`src/core/lsh_defs.svh`:
```
// Constants for the list sweep handler output block.
// Assumes inclusion by bare name from the core folder.
`ifndef LSH_DEFS_SVH
`define LSH_DEFS_SVH
`define LSH_NPOINTS 10
`define LSH_IDX_W 4
`define LSH_LAST_IDX 4'h9
`define LSH_ZERO_IDX 4'h0
`define LSH_ALL_PASS_N 9'h1ff
`endif

```
`src/core/lsh_pkg.sv`:
```
// Types for the list sweep handler output block.
// Assumes lsh_defs.svh is on the include path.
`include "lsh_defs.svh"
package lsh_pkg;
  typedef enum logic [1:0] {lsh_idle, lsh_run, lsh_done} lsh_state_t;
  typedef logic [`LSH_NPOINTS-1:0] lsh_flags_t;
endpackage

```
`src/core/lsh_judge_if.sv`:
```
// Interface carrying per-point judgements from the collector to the top.
// Assumes one clock domain.
`timescale 1ns/1ps
interface lsh_judge_if;
  import lsh_pkg::*;
  lsh_flags_t flags;
  logic any_fail;
  modport src (output flags, output any_fail);
  modport dst (input flags, input any_fail);
endinterface

```
`src/core/lsh_top.sv`:
```
// Handler judgement and control outputs for list sweep comparison.
// Assumes sweep controller events come from logic on ref_clk.
`timescale 1ns/1ps
`include "lsh_defs.svh"
module lsh_top
  import lsh_pkg::*;
(
  input wire logic ref_clk,
  input wire logic rst,
  input wire logic sequential_sweep,
  input wire logic sweep_start,
  input wire logic analog_done,
  input wire logic [`LSH_IDX_W-1:0] analog_index,
  input wire logic cmp_valid,
  input wire logic [`LSH_IDX_W-1:0] cmp_index,
  input wire logic cmp_fail,
  output logic [`LSH_NPOINTS-2:0] point_fail_n,
  output logic point10_fail_n,
  output logic any_fail_n,
  output logic index_n,
  output logic meas_end_n
);
  lsh_judge_if judge();
  lsh_state_t state;
  logic cmp_last;
  logic flags_pend;

  lsh_collect u_collect (
    .ref_clk(ref_clk),
    .rst(rst),
    .clear(sweep_start),
    .cmp_valid(cmp_valid),
    .cmp_index(cmp_index),
    .cmp_fail(cmp_fail),
    .judge(judge)
  );

  assign cmp_last = cmp_valid && cmp_index == `LSH_LAST_IDX;

  // ****************************************
  // Sweep state.
  // ****************************************
  always_ff @(posedge ref_clk or posedge rst) begin
    if (rst) begin
      state <= lsh_idle;
    end else begin
      case (state)
        lsh_idle: begin
          if (sweep_start) begin
            state <= lsh_run;
          end
        end
        lsh_run: begin
          if (cmp_last) begin
            state <= lsh_done;
          end
        end
        lsh_done: begin
          if (sweep_start) begin
            state <= lsh_run;
          end
        end
        default: begin
          state <= lsh_idle;
        end
      endcase
    end
  end

  // ****************************************
  // Index strobe.
  // ****************************************
  always_ff @(posedge ref_clk or posedge rst) begin
    if (rst) begin
      index_n <= 1'b1;
    end else if (sweep_start) begin
      index_n <= 1'b1;
    end else if (analog_done && analog_index == `LSH_LAST_IDX && state == lsh_run) begin
      index_n <= 1'b0;
    end
  end

  // ****************************************
  // Publish judgements two cycles after a compare lands in lsh_run; in sequential mode only after the compare of the last point.
  // ****************************************
  always_ff @(posedge ref_clk or posedge rst) begin
    if (rst) begin
      flags_pend <= 1'b0;
    end else begin
      flags_pend <= cmp_valid && !sweep_start && state == lsh_run &&
                    (!sequential_sweep || cmp_index == `LSH_LAST_IDX);
    end
  end

  always_ff @(posedge ref_clk or posedge rst) begin
    if (rst) begin
      point_fail_n <= `LSH_ALL_PASS_N;
      point10_fail_n <= 1'b1;
      any_fail_n <= 1'b1;
    end else if (flags_pend) begin
      point_fail_n <= ~judge.flags[`LSH_NPOINTS-2:0];
      point10_fail_n <= ~judge.flags[`LSH_NPOINTS-1];
      any_fail_n <= ~judge.any_fail;
    end
  end

  // ****************************************
  // End of measurement strobe.
  // ****************************************
  always_ff @(posedge ref_clk or posedge rst) begin
    if (rst) begin
      meas_end_n <= 1'b1;
    end else if (sweep_start || (cmp_valid && state == lsh_run)) begin
      meas_end_n <= 1'b1;
    end else if (flags_pend) begin
      meas_end_n <= 1'b0;
    end
  end

  // ****************************************
  // Checks.
  // ****************************************
  a_start_clears: assert property (@(posedge ref_clk) disable iff (rst)
    sweep_start |=> index_n && meas_end_n) else $error("strobes not cleared");
  a_end_seq_last: assert property (@(posedge ref_clk) disable iff (rst)
    $fell(meas_end_n) && sequential_sweep |-> $past(cmp_last, 2))
    else $error("seq end early");
  a_end_step: assert property (@(posedge ref_clk) disable iff (rst)
    cmp_valid && !sweep_start && !sequential_sweep && state == lsh_run ##1 !sweep_start
    && !cmp_valid |=> !meas_end_n) else $error("step end missing");
  a_end_cause: assert property (@(posedge ref_clk) disable iff (rst)
    $fell(meas_end_n) |-> $past(cmp_valid, 2)) else $error("end without compare");
  a_index_last: assert property (@(posedge ref_clk) disable iff (rst)
    $fell(index_n) |-> $past(analog_done) && $past(analog_index) == `LSH_LAST_IDX)
    else $error("index not last");
  a_index_step: assert property (@(posedge ref_clk) disable iff (rst)
    analog_done && analog_index == `LSH_LAST_IDX && state == lsh_run && !sweep_start
    |=> !index_n) else $error("index missing");
  a_fail_agg: assert property (@(posedge ref_clk) disable iff (rst)
    !meas_end_n |-> any_fail_n == (&point_fail_n && point10_fail_n))
    else $error("fail mismatch");
  a_judge_stable: assert property (@(posedge ref_clk) disable iff (rst)
    !meas_end_n && $past(!meas_end_n) |-> $stable(point_fail_n) && $stable(any_fail_n))
    else $error("judgement moved");
  a_point_map: assert property (@(posedge ref_clk) disable iff (rst)
    flags_pend |=> point10_fail_n == ~$past(judge.flags[`LSH_NPOINTS-1]))
    else $error("point ten map");
  c_seq_end: cover property (@(posedge ref_clk) sequential_sweep && $fell(meas_end_n));
  c_step_end: cover property (@(posedge ref_clk) !sequential_sweep && $fell(meas_end_n));
  c_fail: cover property (@(posedge ref_clk) $fell(any_fail_n));
  c_index: cover property (@(posedge ref_clk) $fell(index_n));
endmodule

```
`src/core/lsh_collect.sv`:
```
// Collects per-point limit judgements of one sweep.
// Assumes point results arrive as one-cycle pulses on ref_clk.
`timescale 1ns/1ps
`include "lsh_defs.svh"
module lsh_collect
  import lsh_pkg::*;
(
  input wire logic ref_clk,
  input wire logic rst,
  input wire logic clear,
  input wire logic cmp_valid,
  input wire logic [`LSH_IDX_W-1:0] cmp_index,
  input wire logic cmp_fail,
  lsh_judge_if.src judge
);
  lsh_flags_t flags;

  // ****************************************
  // Per-point fail flags.
  // ****************************************
  genvar g;
  generate
    for (g = 0; g < `LSH_NPOINTS; g++) begin : g_pt
      always_ff @(posedge ref_clk or posedge rst) begin
        if (rst) begin
          flags[g] <= 1'b0;
        end else if (clear) begin
          flags[g] <= 1'b0;
        end else if (cmp_valid && cmp_index == `LSH_IDX_W'(g)) begin
          flags[g] <= cmp_fail;
        end
      end
    end
  endgenerate

  assign judge.flags = flags;
  assign judge.any_fail = |flags;
endmodule

```
`config.mk`:
```
export PLATFORM = sky130hd
export DESIGN_NAME = lsh_top
export DESIGN_NICKNAME = d
export VERILOG_FILES = /design/src/core/lsh_pkg.sv /design/src/core/lsh_judge_if.sv /design/src/core/lsh_top.sv /design/src/core/lsh_collect.sv
export VERILOG_INCLUDE_DIRS = /design/src /design/src/core
export SDC_FILE = /design/constraint.sdc
export NUM_CORES = 1
export LEC_CHECK = 0
export BUFFER_PORTS_ARGS = -buffer_cell sky130_fd_sc_hd__buf_2
export CAP_MARGIN = 20
export CELL_PAD_IN_SITES_DETAIL_PLACEMENT = 1
export CELL_PAD_IN_SITES_GLOBAL_PLACEMENT = 1
export CORE_AREA = 8 8 83 48
export DETAILED_ROUTE_END_ITERATION = 8
export DIE_AREA = 0 0 91 56
export PLACE_DENSITY = 0.9
export SYNTH_ARGS = -nofsm -noshare
export SYNTH_HDL_FRONTEND = slang
export SYNTH_SLANG_ARGS = --single-unit
```
`constraint.sdc`:
```
create_clock -name ref_clk -period 1.7 [get_ports ref_clk]
set_input_delay 0.34 -clock ref_clk [delete_from_list [all_inputs] [get_ports ref_clk]]
set_output_delay 0.34 -clock ref_clk [all_outputs]
set_load 0.03 [all_outputs]
```
==> flow_summary.yaml <==
timing:
  fmax_ghz: 0.743
  slew_headroom: 0.734
  setup_tns_ns: 0
  clock_skew_ns: 0.00253
  holdWs_ns: 0.103
  finalCritPeriodShare: 0.791
  tightest_slew_ns: 0.396
  finalHoldViolCount: 0
  rsz0062_at_grt: "false"
  slew_viol_final: 0
  min_period_ns: 1.35
  setup_viol: 0
placement:
  gp_congestion: 0.795
  dp_hpwl_um: 2200
  port_buffers: 27
worst_setup_path:
  required_ns: 1.36
  critPathBufInv: 1
  r2r_slack_ns: 0.57
  slowest_stage: "dfstp_2"
  slowest_delay_ns: 0.54
  critPathMaxFanout: 2
  path_depth: 1
  critical_path_arrival_ns: 1.01
  crit_type: "flip-flop to output port"
  rr_endpoint: "meas_end_n"
  critical-path-top-delay-family: "flip-flops"
  path_cells: "buf_2"
  rr_startpoint: "flags_pend"
  r2r_cells: 3
  critPathLaunchType: "flip-flop"
  end_kind: "output port"
synth:
  synth-edff-count: 0
  syn-num-nets: 124
  synth.distinct_cells: 27
  yosysSeqAreaShare: 0.571
  netlist_instances: 109
  ys_ff_latch: 26
  mappedNetlistArea_um2: 1170
  ys_async_sr_fraction: 1.00
  syn_avg_cell_area_um2: 10.7
  yosys_warnings: 0
  synth_flop_cell: "dfstp_2"
floorplan:
  ioPinCount: 28
  coreArea_um2: 2840
  rows: 14
  die_y_um: 56
  initial_core_util: 0.411
  die_w_um: 91
  die_area_um2: 5100
pwr:
  power_switching_uw: 581
  swShare: 0.318
  seqPwrFrac: 0.461
  peakVddDrop_mv: 0.502
  cellLeakagePower_uw: 0.000686
  combPwrFrac: 0.261
  clkPwrFrac: 0.278
  cellPowerDensity_nw_per_um2: 1290
  p_int_uw: 1250
global_route:
  antenna_found_initial: 0
  grt_pass1_vias: 973
  grt_pass1_wl_um: 4970
  grt_usage: 0.120
  grt_overflow_total: 0
  grt_max_degree: 27
hold_path:
  min_path_type: "input pin to async pin"
cts:
  cts.sinks: 26
  clock_latency_ns: 0.27
  cts_resized: 0
  clock_path_buffers: 2
  hold_buffers: 0
  cts_buffers: 3
  cts-root-buf: "clkbuf_8"
  clkTransAtPathRegs_ns: 0.09
  post-cts-setup-buffers: 0
  cts_tree: "built"
  htreeDepth: 1
drt:
  ant_nets: 0
  viasPerCell: 4.88
  firstDrtPassIters: 4
  wirelength_um: 2870
  vias: 864
  wire_per_inst_um: 16.2
  drcViolationCount: 0
  drt-initial-drc-count: 33
finish:
  nets: 153
  drive_above_1_share: 0.350
  final_cell_mix: "buf_2 (27), nand2_1 (14), dfstp_2 (13), dfrtp_1 (13), nand2b_1 (11)"
  areaGrowthSynthToFinish_pct: 21.2
  antennaDiodeCount: 0
  final_common_cell: "buf_2"
flow_run:
  max_cap_viol_count: 0
outcome:
  status: "finished, final reports clean"
## per-stage QoR
step / setup slack, ns / cells / instance area (um2) / total power (uW) / util
CTS: 0.342 / 177 / 1420 / 1850 / 0.499
finish: 0.355 / 177 / 1420 / 1830 / 0.499
detailed placement: 0.469 / 173 / 1340 / 1340 / 0.474
global route: 0.307 / 177 / 1420 / 1920 / 0.499
floorplan: 0.763 / 109 / 1170 / 1190 / -
global placement: 0.561 / 173 / 1340 / 1320 / 0.474
## power by group through the flow
stage,Combinational (uW),Sequential (uW),Clock (uW)
floorplan,151,1040,0
global placement,475,847,0
detailed placement,485,856,0
CTS,486,846,517
global route,523,861,538
finish,477,843,507
## per-layer routing
layer  GRT usage  up-vias  wire length (um)
li1            -      423                 -
met1       0.154      420              1480
met2       0.181       19              1200
met3      0.0538        2               185
met4      0.0208        0                14
met5           0        -                 0
## worst register-to-register path, cell delays in order, from the launching register on
cell	delay, ns
dfrtp_1	0.54
inv_1	0.26
a21oi_1	0.19
nand2_1	0.07
## synthesized netlist by cell type, types with 2 or more instances
master    instances  area (um2)
a21oi_1           5        25.0
nor4_1            2        12.5
inv_1             4        15.0
nor2b_1           2        12.5
nand2b_1         11        68.8
dfrtp_1          13         325
nand4_1           2        12.5
nor2_1            7        26.3
nand2_1          14        52.6
nand3_1           4        20.0
clkbuf_1          3        11.3
o21ai_0           6        30.0
mux2i_1          10         100
dfstp_2          13         342
## layout make-up
cell class | count | area (um2)
timing repair buffer | 28 | 143
multi-input combinational | 75 | 469
sequential | 26 | 667
fill | 319 | 1420
inverter | 4 | 15.0
tap | 40 | 50.0
clock inverter | 1 | 30.0
clock buffer | 3 | 41.3
## registers in the layout, indices dropped and copies added, names as in the netlist
name and cells:
any_fail_n 1, flags_pend 1, index_n 1, meas_end_n 1, point10_fail_n 1, point_fail_n 9
state 2, u_collect.judge.flags 10
## cells by family (layout without fill, tap and decap cells)
group / after synthesis / after routing / synth area share
buf+inv: 8 / 36 / 0.0268
simple gates: 49 / 49 / 0.238
flops: 26 / 26 / 0.571
mux: 10 / 10 / 0.0857
compound gates: 16 / 16 / 0.0782
## how the worst max path moves through the flow
stage / from / endpoint / slack [ns]
finish: meas_end_n / meas_end_n / 0.35
global route: point_fail_n[0] / point_fail_n[0] / 0.31
CTS: point_fail_n[7] / point_fail_n[7] / 0.34
detailed placement: sweep_start / u_collect.judge.flags[1] / 0.47
global placement: cmp_index[1] / u_collect.judge.flags[0] / 0.56
floorplan: point10_fail_n / point10_fail_n / 0.76
Power figures use the tool's default switching activity.
